## config.mk

```make
export PLATFORM = sky130hd
export DESIGN_NAME = ipc_top
export DESIGN_NICKNAME = d
export VERILOG_FILES = /design/src/hdl/ipc_pkg.sv /design/src/hdl/ipc_resolver.sv /design/src/hdl/ipc_top.sv
export SDC_FILE = /design/constraint.sdc
export NUM_CORES = 1
export LEC_CHECK = 0
export BUFFER_PORTS_ARGS = -buffer_cell sky130_fd_sc_hd__buf_2
export CAP_MARGIN = 20
export CORE_ASPECT_RATIO = 1.5
export CORE_MARGIN = 2
export CORE_UTILIZATION = 30
export CTS_CLUSTER_SIZE = 16
export DETAILED_ROUTE_END_ITERATION = 8
export PLACE_DENSITY = 0.54
export SYNTH_ARGS = -nofsm -noshare
export SYNTH_HDL_FRONTEND = slang
export SYNTH_SLANG_ARGS = --single-unit
```

## constraint.sdc

```tcl
create_clock -name aclk -period 7.8 [get_ports aclk]
set_clock_uncertainty 0.1 [all_clocks]
set_input_delay 0.39 -clock aclk [delete_from_list [all_inputs] [get_ports aclk]]
set_output_delay 0.39 -clock aclk [all_outputs]
set_load 0.05 [all_outputs]
```

## src/hdl/ipc_pkg.sv

```systemverilog
// Package: register map, field layout and types of the interrupt controller
`default_nettype none
package ipc_pkg;
    localparam int         NSRC         = 6;
    localparam int         ADDR_W       = 8;
    localparam int         GATE_BIT     = 7;
    // Register byte offsets
    localparam logic [7:0] OFS_ENABLE   = 8'ha8;
    localparam logic [7:0] OFS_PRIO_LOW = 8'hb8;
    localparam logic [7:0] OFS_PRIO_HI  = 8'hc0;
    localparam logic [7:0] OFS_STATUS   = 8'hc4;
    localparam logic [7:0] OFS_MASK     = 8'hc8;
    localparam logic [7:0] OFS_STATE    = 8'hcc;
    localparam logic [7:0] OFS_EN_SET   = 8'hd0;
    localparam logic [7:0] OFS_EN_CLR   = 8'hd4;
    // Writable bits and reset values
    localparam logic [7:0] ENABLE_MASK  = 8'hbf;
    localparam logic [7:0] PRIO_MASK    = 8'h3f;
    localparam logic [7:0] RST_ENABLE   = 8'h00;
    localparam logic [7:0] RST_PRIO     = 8'h00;
    localparam logic [5:0] RST_FLAGS    = 6'h00;
    // Sources whose request is a pulse held sticky until acknowledged
    localparam logic [5:0] PULSE_SRC    = 6'h2a;
    localparam logic [5:0] ONE_SRC      = 6'h01;
    // Source indices, also the polling order
    localparam int         SRC_EXT0     = 0;
    localparam int         SRC_TIM0     = 1;
    localparam int         SRC_EXT1     = 2;
    localparam int         SRC_TIM1     = 3;
    localparam int         SRC_SER      = 4;
    localparam int         SRC_TIM2     = 5;
    // Bus responses
    localparam logic [1:0] RESP_OKAY    = 2'h0;
    localparam logic [1:0] RESP_SLVERR  = 2'h2;

    typedef logic [2:0] ipc_vec_t;
    typedef logic [1:0] ipc_lvl_t;

    typedef struct packed {
        logic     valid;
        ipc_vec_t vector;
        ipc_lvl_t level;
    } ipc_grant_t;
endpackage
`default_nettype wire

```

## src/hdl/ipc_resolver.sv

```systemverilog
// Priority resolver: picks the winning request and checks preemption
`default_nettype none
module ipc_resolver
    import ipc_pkg::*;
#(
    parameter int N = NSRC
) (
    // Gated requests and priority bits
    input  wire logic [N-1:0] req,
    input  wire logic [N-1:0] prio_low,
    input  wire logic [N-1:0] prio_high,
    // Handler in progress
    input  wire logic         busy,
    input  wire ipc_lvl_t     cur_level,
    // Selection
    output var  ipc_grant_t   pick
);
    ipc_lvl_t lvl [N];

    genvar g;
    generate
        for (g = 0; g < N; g++) begin : g_lvl
            assign lvl[g] = {prio_high[g], prio_low[g]};
        end
    endgenerate

    always_comb begin
        logic     found;
        ipc_vec_t best;
        ipc_lvl_t blvl;
        found = 1'b0;
        best  = '0;
        blvl  = '0;
        // Strictly greater keeps the lowest index within a level
        for (int i = 0; i < N; i++) begin
            if (req[i] && (!found || lvl[i] > blvl)) begin
                found = 1'b1;
                best  = ipc_vec_t'(i);
                blvl  = lvl[i];
            end
        end
        pick.vector = best;
        pick.level  = blvl;
        pick.valid  = found && (!busy || blvl > cur_level);
    end
endmodule
`default_nettype wire

```

## src/hdl/ipc_top.sv

```systemverilog
// Interrupt controller top: AXI4-Lite registers, request gating, service
`default_nettype none
module ipc_top
    import ipc_pkg::*;
(
    // Clock and reset
    input  wire logic              aclk,
    input  wire logic              aresetn,
    // AXI4-Lite write
    input  wire logic [ADDR_W-1:0] s_axi_awaddr,
    input  wire logic              s_axi_awvalid,
    output logic                   s_axi_awready,
    input  wire logic [31:0]       s_axi_wdata,
    input  wire logic [3:0]        s_axi_wstrb,
    input  wire logic              s_axi_wvalid,
    output logic                   s_axi_wready,
    output logic [1:0]             s_axi_bresp,
    output logic                   s_axi_bvalid,
    input  wire logic              s_axi_bready,
    // AXI4-Lite read
    input  wire logic [ADDR_W-1:0] s_axi_araddr,
    input  wire logic              s_axi_arvalid,
    output logic                   s_axi_arready,
    output logic [31:0]            s_axi_rdata,
    output logic [1:0]             s_axi_rresp,
    output logic                   s_axi_rvalid,
    input  wire logic              s_axi_rready,
    // Request sources
    input  wire logic              ext_request0_n,
    input  wire logic              ext_request1_n,
    input  wire logic              timer0_ovf,
    input  wire logic              timer1_ovf,
    input  wire logic              timer2_ovf,
    input  wire logic              serial_irq,
    // Core vector port
    output ipc_grant_t             grant,
    input  wire logic              cpu_ack,
    input  wire logic              cpu_reti,
    // Event interrupt line
    output logic                   irq
);
    logic [7:0]        ie;
    logic [7:0]        prio_low;
    logic [7:0]        prio_high;
    logic [5:0]        status;
    logic [5:0]        mask;
    logic [5:0]        pend;
    logic [5:0]        req_raw;
    logic [5:0]        req_q;
    logic [5:0]        elig;
    logic [3:0]        in_service;
    logic [3:0]        next_service;
    logic [1:0]        ext_meta;
    logic [1:0]        ext_sync;
    logic              busy;
    ipc_lvl_t          cur_level;
    ipc_grant_t        pick;
    logic              take;
    logic [5:0]        ack_clr;
    logic              aw_full;
    logic              w_full;
    logic [ADDR_W-1:0] waddr;
    logic [7:0]        wdat;
    logic              wlane;
    logic              do_write;
    logic              wr_lane;
    logic [7:0]        ie_q;

    function automatic logic mapped(input logic [ADDR_W-1:0] a);
        mapped = (a == OFS_ENABLE) || (a == OFS_PRIO_LOW) ||
                 (a == OFS_PRIO_HI) || (a == OFS_STATUS) ||
                 (a == OFS_MASK) || (a == OFS_STATE) ||
                 (a == OFS_EN_SET) || (a == OFS_EN_CLR);
    endfunction

    // Reserved bits read as zero
    function automatic logic [31:0] rd_word(input logic [ADDR_W-1:0] a);
        rd_word = '0;
        case (a)
            OFS_ENABLE:   rd_word[7:0]  = ie;
            OFS_PRIO_LOW: rd_word[7:0]  = prio_low;
            OFS_PRIO_HI:  rd_word[7:0]  = prio_high;
            OFS_STATUS:   rd_word[5:0]  = status;
            OFS_MASK:     rd_word[5:0]  = mask;
            OFS_STATE: begin
                rd_word[5:0]  = req_raw;
                rd_word[11:8] = in_service;
            end
            default:      rd_word = '0;
        endcase
    endfunction

    // Pin synchroniser; pins are active low
    always_ff @(posedge aclk) begin
        if (!aresetn) begin
            ext_meta <= '0;
            ext_sync <= '0;
        end else begin
            ext_meta <= ~{ext_request1_n, ext_request0_n};
            ext_sync <= ext_meta;
        end
    end

    // Timer flags stay sticky until vectored; set wins over clear
    always_ff @(posedge aclk) begin
        if (!aresetn) begin
            pend <= RST_FLAGS;
        end else begin
            pend <= ({timer2_ovf, 1'b0, timer1_ovf, 1'b0, timer0_ovf, 1'b0}
                     | (pend & ~ack_clr)) & PULSE_SRC;
        end
    end

    // Pins and serial are level requests, so the source clears them
    assign req_raw = pend | {1'b0, serial_irq, 1'b0, ext_sync[1], 1'b0,
                             ext_sync[0]};
    assign elig    = req_raw & ie[5:0] & {NSRC{ie[GATE_BIT]}};
    assign take    = cpu_ack && grant.valid;
    assign ack_clr = take ? (ONE_SRC << grant.vector) : '0;

    ipc_resolver #(
        .N         (NSRC)
    ) u_resolver (
        .req       (elig),
        .prio_low  (prio_low[5:0]),
        .prio_high (prio_high[5:0]),
        .busy      (busy),
        .cur_level (cur_level),
        .pick      (pick)
    );

    // Level of the handler in progress
    assign busy = |in_service;
    always_comb begin
        cur_level = 2'd0;
        for (int l = 1; l < 4; l++) begin
            if (in_service[l]) begin
                cur_level = ipc_lvl_t'(l);
            end
        end
    end

    // Return drops the top level; a new acceptance wins over it
    always_comb begin
        next_service = in_service;
        if (cpu_reti && busy) begin
            next_service[cur_level] = 1'b0;
        end
        if (take) begin
            next_service[grant.level] = 1'b1;
        end
    end

    always_ff @(posedge aclk) begin
        if (!aresetn) begin
            in_service <= '0;
        end else begin
            in_service <= next_service;
        end
    end

    // Grant is withdrawn the cycle after acceptance, not offered twice
    always_ff @(posedge aclk) begin
        if (!aresetn) begin
            grant <= '0;
        end else begin
            grant       <= pick;
            grant.valid <= pick.valid && !take;
        end
    end

    // Write address and data may arrive in either order
    always_ff @(posedge aclk) begin
        if (!aresetn) begin
            s_axi_awready <= 1'b0;
            aw_full       <= 1'b0;
            waddr         <= '0;
        end else if (s_axi_awvalid && s_axi_awready) begin
            s_axi_awready <= 1'b0;
            aw_full       <= 1'b1;
            waddr         <= s_axi_awaddr;
        end else if (do_write) begin
            aw_full       <= 1'b0;
        end else if (!aw_full && !s_axi_bvalid) begin
            s_axi_awready <= 1'b1;
        end
    end

    always_ff @(posedge aclk) begin
        if (!aresetn) begin
            s_axi_wready <= 1'b0;
            w_full       <= 1'b0;
            wdat         <= '0;
            wlane        <= 1'b0;
        end else if (s_axi_wvalid && s_axi_wready) begin
            s_axi_wready <= 1'b0;
            w_full       <= 1'b1;
            wdat         <= s_axi_wdata[7:0];
            wlane        <= s_axi_wstrb[0];
        end else if (do_write) begin
            w_full       <= 1'b0;
        end else if (!w_full && !s_axi_bvalid) begin
            s_axi_wready <= 1'b1;
        end
    end

    assign do_write = aw_full && w_full && !s_axi_bvalid;
    assign wr_lane  = do_write && wlane;

    always_ff @(posedge aclk) begin
        if (!aresetn) begin
            s_axi_bvalid <= 1'b0;
            s_axi_bresp  <= RESP_OKAY;
        end else if (do_write) begin
            s_axi_bvalid <= 1'b1;
            s_axi_bresp  <= mapped(waddr) ? RESP_OKAY : RESP_SLVERR;
        end else if (s_axi_bvalid && s_axi_bready) begin
            s_axi_bvalid <= 1'b0;
        end
    end

    // Read port answers one cycle after the address is taken
    always_ff @(posedge aclk) begin
        if (!aresetn) begin
            s_axi_arready <= 1'b0;
            s_axi_rvalid  <= 1'b0;
            s_axi_rdata   <= '0;
            s_axi_rresp   <= RESP_OKAY;
        end else if (s_axi_arvalid && s_axi_arready) begin
            s_axi_arready <= 1'b0;
            s_axi_rvalid  <= 1'b1;
            s_axi_rdata   <= rd_word(s_axi_araddr);
            s_axi_rresp   <= mapped(s_axi_araddr) ? RESP_OKAY : RESP_SLVERR;
        end else if (s_axi_rvalid && s_axi_rready) begin
            s_axi_rvalid  <= 1'b0;
        end else if (!s_axi_rvalid) begin
            s_axi_arready <= 1'b1;
        end
    end

    // Enable register with set and clear aliases for single bits
    always_ff @(posedge aclk) begin
        if (!aresetn) begin
            ie <= RST_ENABLE;
        end else if (wr_lane) begin
            case (waddr)
                OFS_ENABLE: ie <= wdat & ENABLE_MASK;
                OFS_EN_SET: ie <= (ie | wdat) & ENABLE_MASK;
                OFS_EN_CLR: ie <= ie & ~wdat;
                default:    ie <= ie;
            endcase
        end
    end

    // Reserved bits are dropped so a stray one cannot alter a level
    always_ff @(posedge aclk) begin
        if (!aresetn) begin
            prio_low  <= RST_PRIO;
            prio_high <= RST_PRIO;
        end else if (wr_lane) begin
            if (waddr == OFS_PRIO_LOW) begin
                prio_low <= wdat & PRIO_MASK;
            end
            if (waddr == OFS_PRIO_HI) begin
                prio_high <= wdat & PRIO_MASK;
            end
        end
    end

    // Request edges are sticky events, write one to clear, set wins
    always_ff @(posedge aclk) begin
        if (!aresetn) begin
            req_q  <= RST_FLAGS;
            status <= RST_FLAGS;
            mask   <= RST_FLAGS;
            irq    <= 1'b0;
        end else begin
            req_q  <= req_raw;
            status <= (status & ~((wr_lane && waddr == OFS_STATUS) ?
                      wdat[5:0] : RST_FLAGS)) | (req_raw & ~req_q);
            if (wr_lane && waddr == OFS_MASK) begin
                mask <= wdat[5:0];
            end
            irq    <= |(status & mask);
        end
    end

    // Helper only read by the checks below
    always_ff @(posedge aclk) begin
        if (!aresetn) begin
            ie_q <= RST_ENABLE;
        end else begin
            ie_q <= ie;
        end
    end
endmodule
`default_nettype wire

```

==> qor.txt <==
FMAX = 137 MHz
Die H = 153 µm
Root Buffer = clkbuf_16
Site row count = 54
Sink Count = 94
CP Launch Point = ext_sync[0]
Initial cell density of the core = 30.7%
Setup tns final = 0 ns
Initial antenna violation count = 0
Vias = 3834
Layout cells sized above 1 = 18.7%
Final #Nets = 662
Critical Path Most Common Cell = ha_1
Seq/Total Area, Yosys = 42.2%
Worst hold path startpoint = ext_request0_n
Via density per instance = 4.89
Worst slew margin = 36.6%
Shortest period the worst path allows = 7.33 ns
Crit path required time = 7.93 ns
Cell variety after synth = 53
DRC violations left = 0
Maxcap violations = 0
Number of DRC markers in iteration 0 = 148
Grt ovf = 0
GR met2 Demand/Resource = 26.7%
First-pass iteration count of the detailed router = 4
First-pass GRT wire length = 18600 µm
Critical path endpoint category = register
FF+latch count, synth = 94
Syn. warnings = 0
Async set-reset flop share out of synthesis = 0%
Port buffer count = 65
Worst setup endpoint = grant[5]
CTS tree = yes
Met1 Use GR = 16.5%
DR WL/cell = 14.6 µm
Hold Path Class = in2reg
Total wire length = 11400 µm
Met3 usage = 2.94%
Setup bufs post-CTS = 0
Core box area = 14500 µm²
Final core utilization = 35.7%
Fin crit share = 93.9%
R2R Path Start = ext_sync[0]
Critical Path Start Type = register
Die area = 15900 µm²
CTS buffer count = 9
Layout area overhead = 16.2%
Top_reg_cell synth = dfxtp_1
Max rail drop VDD = 0.102 mV
Post-route antenna net violation count = 0
GRT Util Overall = 14.7%
Die W = 104 µm
Synthesized cell area = 4460 µm²
CTS Hold Bufs = 0
Leakage power = 2.17 nW
Run status = finished, final reports clean
CTS Buffer Depth = 2
Largest net degree at the start of global routing = 78
Fillcell total = 1518
Worst setup path class = reg2reg
Antenna Cells = 0
Reg-to-reg setup timing slack = 0.47 ns
DP Wirelength = 8530 µm
Setup Viol. Count Final = 0
Num ports = 115
Slew Viols, Final = 0
Worst path slowest cell = dfxtp_2
Worst r2r path cells = 34
Power per cell area = 195 nW/µm²
Post-route insts no fill = 784
H-tree Lvls = 3
Worst-Margin Slew = 0.949 ns
Number of global-route vias before repair = 3689
Post-synth EDFFs = 0
Largest stage delay on the critical path = 0.43 ns
R2R Path End = grant[5]
Placed Instances = 768
Final RePlAce weighted congestion = 0.848
GR peak layer = met2
Signal arrival time at the worst endpoint = 7.45 ns
Worst skew pair latency = 0.34 ns
Clock-pin transition on the worst setup and hold timing paths = 0.07 ns
Gate Count Post-Synth = 526
Crit path max fanout = 8
Final hold vios = 0
Avg Synthesized Cell Area = 8.48 µm²
[area by class of cell]
cell class                      instances  area [µm²]  area share (%)
Tap cell                              196         245            4.73
Inverter                               21        78.8            1.52
Sequential cell                        94        1890            36.4
Timing Repair Buffer                   66         333            6.42
Clock inverter                          6        45.0           0.869
Multi-Input combinational cell        391        2360            45.5
Clock buffer                           10         239            4.61
[Yosys cell counts, types with 3 or more instances]
master     count  area share, %
clkbuf_1      15            1.3
nand2b_1       9            1.3
nand4_1        3           0.42
mux2_2         3           0.76
or3_1          3           0.42
a21bo_2        6            1.3
a221oi_1       5           0.98
and2_1        10            1.4
ha_1          12            3.4
nand3_1       23            2.6
a22oi_1        6            1.0
inv_1         21            1.8
mux2_4         3            1.0
nor3b_1        3           0.50
nor2_1        54            4.5
nand2_1       66            5.6
o21ai_0       27            3.0
dfxtp_1       94             42
nor2b_1        8            1.1
buf_4         22            3.7
mux2i_1       29            6.5
a21oi_1       56            6.3
a31oi_1        3           0.42
nor3_1         5           0.56
a2bb2oi_1      4           0.78
[worst min-delay path by stage]
stage	endpoint	cells past startpoint
CTS	ext_meta[0]	2
global route	ext_meta[0]	2
finish	ext_meta[0]	2
detailed placement	ext_sync[1]	1
floorplan	ext_sync[0]	1
global placement	ext_sync[0]	1
[stage by stage]
step	setup slack, ns	cell area (µm²)	power (mW)	hold slack [ns]
after floorplan	0.845	4540	0.591	0.312
after CTS	0.0940	5160	1.03	0.0875
after global placement	0.287	4880	0.608	0.323
after global routing	-0.000343	5190	1.06	0.0898
final	0.474	5190	1.01	0.0990
after detailed placement	0.159	4880	0.610	0.323
[layout by cell type, fill, tap and decap left out, types with 20 or more instances in the layout]
cell     netlist  routed
nand3_1       23      23
nand2_1       66      66
nor2_1        54      54
dfxtp_1       94      91
buf_2          2      65
a21oi_1       56      55
mux2i_1       29      29
inv_1         21      20
o21ai_0       27      26
conb_1         1      22
[state kept, by name, summed over array words and instances, names as in the netlist, 2 cells and up]
name         count
prio_low         6
wdat             8
grant            6
status           6
waddr            8
ext_sync         2
ie               8
in_service       4
s_axi_rdata     12
prio_high        6
mask             6
ext_meta         2
req_q            6
pend             3
[per-layer routing]
metal	vias up	part of all wire, %
met4	0	2.5
met1	1805	41
met5	-	0
met2	111	51
met3	20	4.7
li1	1898	-
[power by group]
part	internal, mW	leakage, nW	switching (mW)
clock	0.226	0.132	0.189
combinational	0.0250	1.28	0.0639
sequential	0.493	0.766	0.0159
total	0.745	2.17	0.269
[worst max-delay path, delay by kind of cell (launching register included)]
family	cells	cell delay (ns)
AO/OA/AOI/OAI	18	2.92
adder cells (fa/ha/maj)	6	1.81
flip-flops	1	0.43
multiplexers	2	0.73
AND/OR/NAND/NOR	8	1.19
[what timing repair did]
item                                   4_1_cts  5_1_grt
endpoints found under the hold margin        0        0
resized for setup                            0        8
setup endpoints to repair                    0        1
[cell families (layout without fill, tap and decap cells)]
group	count (synthesis)	count (layout)	synth area share, %
other	1	22	0.0840
flip-flops	94	94	42.2
multiplexers	36	36	8.77
AO/OA/AOI/OAI	123	123	17.3
AND/OR/NAND/NOR	198	198	21.2
adder cells (fa/ha/maj)	12	12	3.36
buffers and inverters	62	103	7.12
(Power assumes the default switching activity.)
